<file path="src/inc/bwp_pkg.sv">
// Package: register map, key patterns and timing for the write protection lock
package bwp_pkg;
    // ------------------------------------------------------------
    // Register map
    // ------------------------------------------------------------
    localparam logic [3:0] ADDR_KEY = 4'h0;
    localparam logic [3:0] ADDR_GUARD = 4'h1;
    localparam logic [3:0] ADDR_FREE = 4'h2;
    localparam logic [7:0] KEY_RESET = 8'h07;
    localparam logic [7:0] GUARD_RESET = 8'h00;
    localparam logic [7:0] FREE_RESET = 8'h00;
    localparam logic [7:0] UNMAPPED_READ = 8'h00;

    // ------------------------------------------------------------
    // Field positions
    // ------------------------------------------------------------
    localparam int KEY_LSB = 3;
    localparam int STATUS_BIT = 2;
    localparam int DIV_LSB = 0;
    localparam int DIV_WIDTH = 4;
    localparam int WDT_BIT = 4;
    localparam int PD_BIT = 5;
    localparam int SD_BIT = 6;

    // ------------------------------------------------------------
    // Key patterns and scheme settings
    // ------------------------------------------------------------
    localparam logic [4:0] KEY_MODE = 5'h18;
    localparam logic [4:0] KEY_OPEN = 5'h13;
    localparam logic [4:0] KEY_CLOSE = 5'h15;
    localparam logic [1:0] SCHEME_OFF = 2'h0;
    localparam logic [1:0] SCHEME_ON = 2'h3;

    // ------------------------------------------------------------
    // Timing
    // ------------------------------------------------------------
    localparam int OPEN_CYCLES = 32;
    localparam int CNT_WIDTH = 6;

    typedef enum logic [1:0] {
        BWP_CMD_NONE,
        BWP_CMD_MODE,
        BWP_CMD_OPEN,
        BWP_CMD_CLOSE
    } bwp_cmd_e;

    function automatic bwp_cmd_e bwp_decode(input logic [4:0] key);
        bwp_cmd_e cmd;
        cmd = BWP_CMD_NONE;
        case (key)
            KEY_MODE: cmd = BWP_CMD_MODE;
            KEY_OPEN: cmd = BWP_CMD_OPEN;
            KEY_CLOSE: cmd = BWP_CMD_CLOSE;
            default: cmd = BWP_CMD_NONE;
        endcase
        return cmd;
    endfunction : bwp_decode
endpackage : bwp_pkg

</file>
<file path="src/inc/bwp_lock_if.sv">
// Interface: lock state between the key logic and the guarded register
interface bwp_lock_if;
    logic guard_open;
    logic key_cmd_valid;
    bwp_pkg::bwp_cmd_e key_cmd;
    logic [1:0] scheme_wdata;

    modport key_side (
        input key_cmd_valid,
        input key_cmd,
        input scheme_wdata,
        output guard_open
    );
    modport bus_side (
        output key_cmd_valid,
        output key_cmd,
        output scheme_wdata,
        input guard_open
    );
endinterface : bwp_lock_if

</file>
<file path="src/verilog/bwp_key_fsm.sv">
// Key sequencer: scheme setting, open window and countdown
module bwp_key_fsm #(
    parameter int OPEN_CYCLES = bwp_pkg::OPEN_CYCLES
) (
    input wire logic mclk,
    input wire logic arst_n,
    bwp_lock_if.key_side lk,
    output logic [1:0] scheme
);
    typedef enum logic [1:0] {BWP_CLOSED, BWP_OPEN} bwp_state_e;

    bwp_state_e state;
    bwp_state_e next_state;
    logic [bwp_pkg::CNT_WIDTH-1:0] count;
    logic [bwp_pkg::CNT_WIDTH-1:0] next_count;
    logic [1:0] next_scheme;

    localparam logic [bwp_pkg::CNT_WIDTH-1:0] FULL =
        bwp_pkg::CNT_WIDTH'(OPEN_CYCLES);

    wire cmd_open = lk.key_cmd_valid && lk.key_cmd == bwp_pkg::BWP_CMD_OPEN;
    wire cmd_close = lk.key_cmd_valid && lk.key_cmd == bwp_pkg::BWP_CMD_CLOSE;
    wire cmd_mode = lk.key_cmd_valid && lk.key_cmd == bwp_pkg::BWP_CMD_MODE;
    wire scheme_off = scheme == bwp_pkg::SCHEME_OFF;

    always_comb begin
        next_state = state;
        next_count = count;
        next_scheme = scheme;
        if (cmd_mode) begin
            next_scheme = lk.scheme_wdata;
        end
        case (state)
            BWP_CLOSED: begin
                if (cmd_open && !scheme_off) begin
                    next_state = BWP_OPEN;
                    next_count = FULL;
                end
            end
            BWP_OPEN: begin
                if (cmd_close) begin
                    next_state = BWP_CLOSED;
                    next_count = '0;
                end else if (cmd_open) begin
                    next_count = FULL;
                end else if (count == 6'h01) begin
                    next_state = BWP_CLOSED;
                    next_count = '0;
                end else begin
                    next_count = count - 6'h01;
                end
            end
            default: begin
                next_state = BWP_CLOSED;
                next_count = '0;
            end
        endcase
    end

    always_ff @(posedge mclk or negedge arst_n) begin
        if (!arst_n) begin
            state <= BWP_CLOSED;
            count <= '0;
            scheme <= bwp_pkg::SCHEME_ON;
        end else begin
            state <= next_state;
            count <= next_count;
            scheme <= next_scheme;
        end
    end

    // Open while unlocked, or always when the scheme is disabled
    assign lk.guard_open = (state == BWP_OPEN) || scheme_off;
endmodule : bwp_key_fsm

</file>
<file path="src/verilog/bwp_guard_reg.sv">
// Guarded control bits that only change while access is open
module bwp_guard_reg (
    input wire logic mclk,
    input wire logic arst_n,
    input wire logic wr_en,
    input wire logic [7:0] wdata,
    input wire logic guard_open,
    output logic [7:0] value
);
    always_ff @(posedge mclk or negedge arst_n) begin
        if (!arst_n) begin
            value <= bwp_pkg::GUARD_RESET;
        end else if (wr_en && guard_open) begin
            value <= wdata;
        end
    end
endmodule : bwp_guard_reg

</file>
<file path="src/verilog/bwp_top.sv">
// Top: bit write protection lock with its register port and guarded bits
// Functional notes
// Writes to guarded bits are ignored while protection on and access closed.
// Guarded: divider factor, watchdog enable, power-down, slow-down; rest free.
// With scheme 11, key 10011 opens access to all guarded bits.
// Key 10101 closes access immediately.
// Open access closes by itself after 32 core clock cycles.
// Writing the open key again restarts the full 32-cycle count.
// Scheme 00 is disabled; 11 and any other value mean enabled.
// Scheme field changes only together with key 11000.
// Key register bit 2 reads 0 when writable, 1 when blocked.
// Other key values change neither lock state nor scheme.
// Reset gives scheme 11 with access closed, key reading 07.
// With scheme 00, guarded writes need no key; status reads 0.
//
// Decided for this implementation: the address-and-strobe port and the register offsets.
module bwp_top #(
    parameter int OPEN_CYCLES = bwp_pkg::OPEN_CYCLES
) (
    input wire logic mclk,
    input wire logic arst_n,
    input wire logic [3:0] addr,
    input wire logic [7:0] wdata,
    input wire logic wr,
    input wire logic rd,
    output logic [7:0] rdata,
    output logic [3:0] clock_divider_factor,
    output logic watchdog_enable_bit,
    output logic power_down_request,
    output logic slow_down_request,
    output logic [7:0] free_bits,
    output logic write_protect_status
);
    // ------------------------------------------------------------
    // Address decode and key command
    // ------------------------------------------------------------
    bwp_lock_if lk ();

    wire wr_key = wr && addr == bwp_pkg::ADDR_KEY;
    wire wr_guard = wr && addr == bwp_pkg::ADDR_GUARD;
    wire wr_free = wr && addr == bwp_pkg::ADDR_FREE;
    wire [4:0] key_field = wdata[7:bwp_pkg::KEY_LSB];
    wire bwp_pkg::bwp_cmd_e key_cmd = bwp_pkg::bwp_decode(key_field);

    assign lk.key_cmd_valid = wr_key && key_cmd != bwp_pkg::BWP_CMD_NONE;
    assign lk.key_cmd = key_cmd;
    assign lk.scheme_wdata = wdata[1:0];

    // ------------------------------------------------------------
    // Lock sequencer and guarded register
    // ------------------------------------------------------------
    logic [1:0] scheme;
    logic [7:0] guard_value;
    logic [7:0] free_value;

    bwp_key_fsm #(
        .OPEN_CYCLES(OPEN_CYCLES)
    ) u_fsm (
        .mclk(mclk),
        .arst_n(arst_n),
        .lk(lk),
        .scheme(scheme)
    );

    // Only the guarded fields are stored; unused bits stay zero
    wire [7:0] guard_mask = {1'b0, 1'b1, 1'b1, 1'b1, 4'hf};

    bwp_guard_reg u_guard (
        .mclk(mclk),
        .arst_n(arst_n),
        .wr_en(wr_guard),
        .wdata(wdata & guard_mask),
        .guard_open(lk.guard_open),
        .value(guard_value)
    );

    always_ff @(posedge mclk or negedge arst_n) begin
        if (!arst_n) begin
            free_value <= bwp_pkg::FREE_RESET;
        end else if (wr_free) begin
            free_value <= wdata;
        end
    end

    // ------------------------------------------------------------
    // Read path, key field reads back as zero
    // ------------------------------------------------------------
    wire status = ~lk.guard_open;
    wire [7:0] key_read = {5'h00, status, scheme};
    wire [7:0] read_mux =
        (addr == bwp_pkg::ADDR_KEY) ? key_read :
        (addr == bwp_pkg::ADDR_GUARD) ? guard_value :
        (addr == bwp_pkg::ADDR_FREE) ? free_value :
        bwp_pkg::UNMAPPED_READ;

    always_ff @(posedge mclk or negedge arst_n) begin
        if (!arst_n) begin
            rdata <= 8'h00;
        end else if (rd) begin
            rdata <= read_mux;
        end else begin
            rdata <= 8'h00;
        end
    end

    // ------------------------------------------------------------
    // Registered outputs
    // ------------------------------------------------------------
    always_ff @(posedge mclk or negedge arst_n) begin
        if (!arst_n) begin
            clock_divider_factor <= 4'h0;
            watchdog_enable_bit <= 1'b0;
            power_down_request <= 1'b0;
            slow_down_request <= 1'b0;
            free_bits <= 8'h00;
            write_protect_status <= 1'b1;
        end else begin
            clock_divider_factor <= next_div;
            watchdog_enable_bit <= next_wdt;
            power_down_request <= next_pd;
            slow_down_request <= next_sd;
            free_bits <= free_next;
            write_protect_status <= next_status;
        end
    end

    // Outputs follow the stored registers with one cycle of latency
    wire [3:0] next_div = guard_value[bwp_pkg::DIV_LSB +: bwp_pkg::DIV_WIDTH];
    wire next_wdt = guard_value[bwp_pkg::WDT_BIT];
    wire next_pd = guard_value[bwp_pkg::PD_BIT];
    wire next_sd = guard_value[bwp_pkg::SD_BIT];
    wire [7:0] free_next = free_value;
    wire next_status = status;
endmodule : bwp_top

</file>
<file path="config.mk">
export PLATFORM = sky130hd
export DESIGN_NAME = bwp_top
export DESIGN_NICKNAME = d
export VERILOG_FILES = /design/src/inc/bwp_pkg.sv /design/src/inc/bwp_lock_if.sv /design/src/verilog/bwp_key_fsm.sv /design/src/verilog/bwp_guard_reg.sv /design/src/verilog/bwp_top.sv
export SDC_FILE = /design/constraint.sdc
export NUM_CORES = 1
export LEC_CHECK = 0
export BUFFER_PORTS_ARGS = -buffer_cell sky130_fd_sc_hd__buf_4
export CAP_MARGIN = 20
export CORE_MARGIN = 5
export CORE_UTILIZATION = 40
export DETAILED_ROUTE_END_ITERATION = 16
export GPL_ROUTABILITY_DRIVEN = 0
export HOLD_SLACK_MARGIN = 0.12
export SYNTH_ARGS = -nofsm -noshare
export SYNTH_HDL_FRONTEND = slang
export SYNTH_SLANG_ARGS = --single-unit
</file>
<file path="constraint.sdc">
create_clock -name mclk -period 5.5 [get_ports mclk]
set_clock_uncertainty 0.1 [all_clocks]
set_input_delay 0.825 -clock mclk [delete_from_list [all_inputs] [get_ports mclk]]
set_output_delay 0.825 -clock mclk [all_outputs]
set_load 0.02 [all_outputs]
</file>
== Word-level counts from Yosys, hierarchy flattened ==
Cells that the tools add are included.

* Register bits: 49

* $add $sub $neg: 1
* Reduce and logical (&&, ||, !) cells: 16
* Bitwise operators: 1
* Eq/ne operators: 13
* Muxes and demuxes: 15

{| class="wikitable"
|+ Operator list
! kind !! number
|-
| 2-to-1 mux 8 bit || 4
|-
| 2-to-1 mux 6 bit || 4
|-
| equality test 5 bit, second input constant || 3
|-
| one-hot mux 6 bit (2 select lines) || 1
|-
| logical AND 1 bit || 9
|-
| 2-to-1 mux 2 bit || 4
|-
| equality test 6 x 1 -> 1 bit, second input constant || 1
|-
| one-hot mux 2 bit (3 select lines) || 1
|-
| subtractor 6 x 1 -> 6 bit, second input constant || 1
|-
| equality test 2 x 1 -> 1 bit, second input constant || 2
|-
| equality test 2 bit, second input constant || 2
|-
| equality test 4 x 1 -> 1 bit, second input constant || 1
|-
| equality test 4 x 2 -> 1 bit, second input constant || 1
|-
| logical NOT 2 bit || 2
|-
| logical NOT 4 bit || 1
|-
| one-hot mux 2 bit (2 select lines) || 1
|-
| inequality test 3 x 1 -> 1 bit, second input constant || 1
|-
| inequality test 3 bit, second input constant || 1
|-
| AND reduction 3 bit || 1
|-
| inequality test 2 x 1 -> 1 bit, second input constant || 1
|-
| nonzero test 2 bit || 1
|-
| logical NOT 1 bit || 1
|-
| logical OR 1 bit || 1
|-
| NOT 1 bit || 1
|}

== Logic depth before layout (Yosys ltp) ==
* Depth in word-level cells: 8
* Mapped depth: 6
* Gate-level depth less buffers: 6

== Cells and area by module ==
A second synthesis with hierarchy kept.

* Cells, all modules: 156
* Area, all modules: 2,011.9 um2

{| class="wikitable"
|+ Modules (own cells, without submodules)
! module !! instances !! cells each !! area each (um2)
|-
| bwp_top || 1 || 85 || 1,182.4
|-
| bwp_key_fsm || 1 || 54 || 533.0
|-
| bwp_guard_reg || 1 || 17 || 296.5
|}

== Least setup slack after synthesis ==
OpenSTA, ideal clock, no wires.

* Kind: input port to flip-flop
* Start: in addr[1]
* End: reg u_fsm.count[0] (netlist bit)
* Stages on the path: 5
* Setup slack: 2,875 ps
* Arrival time: 2,401 ps
* Library setup time: 125 ps
* Required time: 5,275 ps
* Cell sequence: or4b_4 or4_1 buf_2 and3_4 mux2_2

* Cells in the longest elaborated chain, start to end: 7
* Elaborated cells between the ends (all ways): 10
* Classes of those cells: 1 x eq/ne; 3 x mux; 6 x reduce/logical

{| class="wikitable"
|+ Ends and longest elaborated chain
! what !! line !! RTL
|-
| start, declared || bwp_top.sv:22 || <nowiki>input wire logic [3:0] addr,</nowiki>
|-
| logical NOT 4 bit * || bwp_top.sv:39 || <nowiki>wire wr_key = wr && addr == bwp_pkg::ADDR_KEY;</nowiki>
|-
| logical AND 1 bit * || bwp_top.sv:39 ||
|-
| logical AND 1 bit * || bwp_top.sv:45 || <nowiki>assign lk.key_cmd_valid = wr_key && key_cmd != bwp_pkg::BWP_CMD_NONE;</nowiki>
|-
| logical AND 1 bit || bwp_key_fsm.sv:21 || <nowiki>wire cmd_open = lk.key_cmd_valid && lk.key_cmd == bwp_pkg::BWP_CMD_OPEN;</nowiki>
|-
| 2-to-1 mux 6 bit || bwp_key_fsm.sv:44 || <nowiki>end else if (cmd_open) begin</nowiki>
|-
| 2-to-1 mux 6 bit || bwp_key_fsm.sv:41 || <nowiki>if (cmd_close) begin</nowiki>
|-
| one-hot mux 6 bit (2 select lines) || bwp_key_fsm.sv:33 || <nowiki>case (state)</nowiki>
|-
| end signal, assigned || bwp_key_fsm.sv:67 || <nowiki>count <= next_count;</nowiki>
|-
| end, declared || bwp_key_fsm.sv:14 || <nowiki>logic [bwp_pkg::CNT_WIDTH-1:0] count;</nowiki>
|}

Every way passes the cells marked *; elsewhere a longest branch is shown, timed or not.
A chain may end at the register's enable or synchronous reset.

== Worst setup path in the final report ==
Same ends and word-level chain as after synthesis.

==> impl_metrics.yaml <==
run_status:
  status: "finished clean"
worst_setup_path:
  startpoint: "addr[1]"
  cp_max_fo: 8
  crit_type: "input pin to flop"
  cp-end-kind: "flop"
  cp.arrival_ns: 2.66
  cp-start-kind: "input pin"
  r2r-start: "u_fsm.count[0]"
  r2r-end: "u_fsm.count[5]"
  ff2ff_setup_slack_ns: 3.59
  crit_required_ns: 5.59
  r2r_cells: 4
timing:
  setup_slack_ns: 2.93
  fmax_mhz: 389
  hold_violations: 0
  tns_ns: 0
  slew_viol_final: 0
  setup_violations: 0
  final.period_utilization: 0.467
  rsz0062_at_grt: "no"
  min_period_ns: 2.57
  worstMarginPinSlew_ns: 0.583
  whs_ns: 0.304
  relSlewSlack: 0.611
place:
  place_inst: 239
  place_area_um2: 2260
  dp_hpwl_um: 2870
  numPortBuffers: 39
  pre_cts_ws_ns: 2.62
grt:
  grt_pass1_wl_um: 6530
  first_global_vias: 1298
  grt_max_degree: 49
  gr-total-overflow: 0
  grt_usage: 0.135
  antenna_found_initial: 0
finish:
  stdcell_count: 247
  final_net_count: 210
  antenna_cells: 0
  area_growth_pct: 22.5
  final_area_um2: 2350
  drive_gt1_frac: 0.373
logic_synthesis:
  synth.most_common_cell: "dfrtp_1"
  synth_cells: 150
  synth-seq-cells: 48
  ys_top_cells_by_count: "dfrtp_1 (45), mux2_2 (18), nor2_1 (14)"
  yosys_most_used_dff: "dfrtp_1"
  synth_top_area_frac: 0.588
  synth_area_leader_cell: "dfrtp_1"
  async_reset_ff_frac: 1.00
  synthesis.nets: 168
  yosysSeqAreaShare: 0.629
  yosys_warnings: 0
  synthDistinctLibCells: 35
  syn_avg_cell_area_um2: 12.8
  synthTopCellsByArea: "dfrtp_1 (59%), mux2_2 (11%), dfstp_2 (4.1%)"
  synth-edff-count: 0
  syn_area_um2: 1910
cts:
  cts_buffer_depth: 2
  path_clk_slew_ns: 0.09
  cts_setup_buffers: 0
  cts_root_buf: "clkbuf_8"
  cts_tree: "built"
  hold_buffers: 0
  clk_latency_ns: 0.29
  cts_inserted_buffers: 5
  clkSinkCount: 48
  ctsResizeCount: 0
  htree_levels: 2
power:
  p_sw_frac: 0.318
  combPwrFrac: 0.266
  irDropWorstVdd_v: 0.000191
  p_per_area_nw_per_um2: 403
  power.share.clock: 0.216
  p_seq_frac: 0.518
  p_int_w: 0.000644
  p_sw_w: 0.000301
  p_leak_nw: 1.11
drt:
  drc: 0
  avgViaCountPerCell: 5.34
  drtPass1Iterations: 4
  via_count: 1318
  ant_nets: 0
  wl_per_cell_um: 15.8
  routed_wl_um: 3900
  drt_iter0_markers: 77
worst_hold_path:
  hold_start: "free_next[1]"
  hold_path_class: "flop to flop"
  hold-path-endpoint: "free_bits[1]"
  hold_depth: 0
floorplan:
  dieHeight_um: 79.2
  fp-row-count: 25
  start_util: 0.408
  die_w_um: 79.2
  pin_count: 40
  fp.coreArea_um2: 4690
  dieArea_um2: 6270
run:
  drv_cap: 0
## through the flow
stage                     total power, W   util
after floorplan                 0.000647      -
after global placement          0.000737  0.481
after detailed placement        0.000750  0.481
after CTS                       0.000957  0.500
after global routing             0.00101  0.500
final                           0.000946  0.500
## logic make-up after synthesis
family | share of synthesized area
DFF | 0.629
xor gates and xnor gates | 0.00458
muxes | 0.106
AOI/OAI and AO/OA | 0.0882
adders and majority gates | 0.0131
buffers and inverters | 0.0242
and+or+nand+nor | 0.135
## routing by layer
metal / vias to the layer above / track usage / routed length, um
met1: 647 / 0.183 / 1720
met2: 47 / 0.204 / 1890
met4: 0 / 0.0481 / 35
li1: 619 / - / -
met3: 5 / 0.0420 / 253
met5: - / 0 / 0
## sequential cells by signal (all words and copies together), names as in the netlist
name / cells
slow_down_request: 1
clock_divider_factor: 4
u_fsm.scheme: 2
u_guard.value: 7
free_next: 8
u_fsm.state: 1
write_protect_status: 1
free_bits: 8
power_down_request: 1
watchdog_enable_bit: 1
u_fsm.count: 6
rdata: 8
## critical path, stage by stage
cell and delay, ns:
buf_4 0.14, or4b_4 0.54, or4_1 0.64, and3_4 0.24
mux2_2 0.26
## power by group through the flow
stage	Clock, W	Combinational (W)	Sequential (W)
floorplan	0	0.000135	0.000512
global placement	0	0.000244	0.000492
detailed placement	0	0.000253	0.000497
CTS	0.000213	0.000254	0.000490
global route	0.000228	0.000279	0.000501
finish	0.000204	0.000251	0.000490
## how the worst max path moves through the flow
stage / slack [ns] / endpoint
detailed placement: 2.62 / u_fsm.count[0]
finish: 2.93 / u_fsm.count[0]
global route: 2.90 / u_fsm.count[0]
floorplan: 2.87 / u_fsm.count[0]
global placement: 2.67 / u_fsm.count[0]
CTS: 2.94 / u_fsm.count[0]
## cell type report
class                   instances  area (um2)
clock buffers                   5        68.8
clock inverters                 3        18.8
fillers                       425        2350
inverters                       8        30.0
multi-input cells              90         663
flip-flops and latches         48        1200
well taps                      54        67.6
repair buffers                 39         293
## cell usage in the layout, fill, tap and decap left out, types with 3 or more instances in the layout
master     n
dfrtp_1   45
buf_4     39
mux2_2    18
nor2_1    14
inv_1      8
nand2_1    6
nor2b_1    5
clkbuf_8   5
a22oi_1    4
o21ai_0    4
o22ai_1    3
nor4_1     3
a41oi_1    3
nand3_1    3
dfstp_2    3
Power figures use the tool's default switching activity.
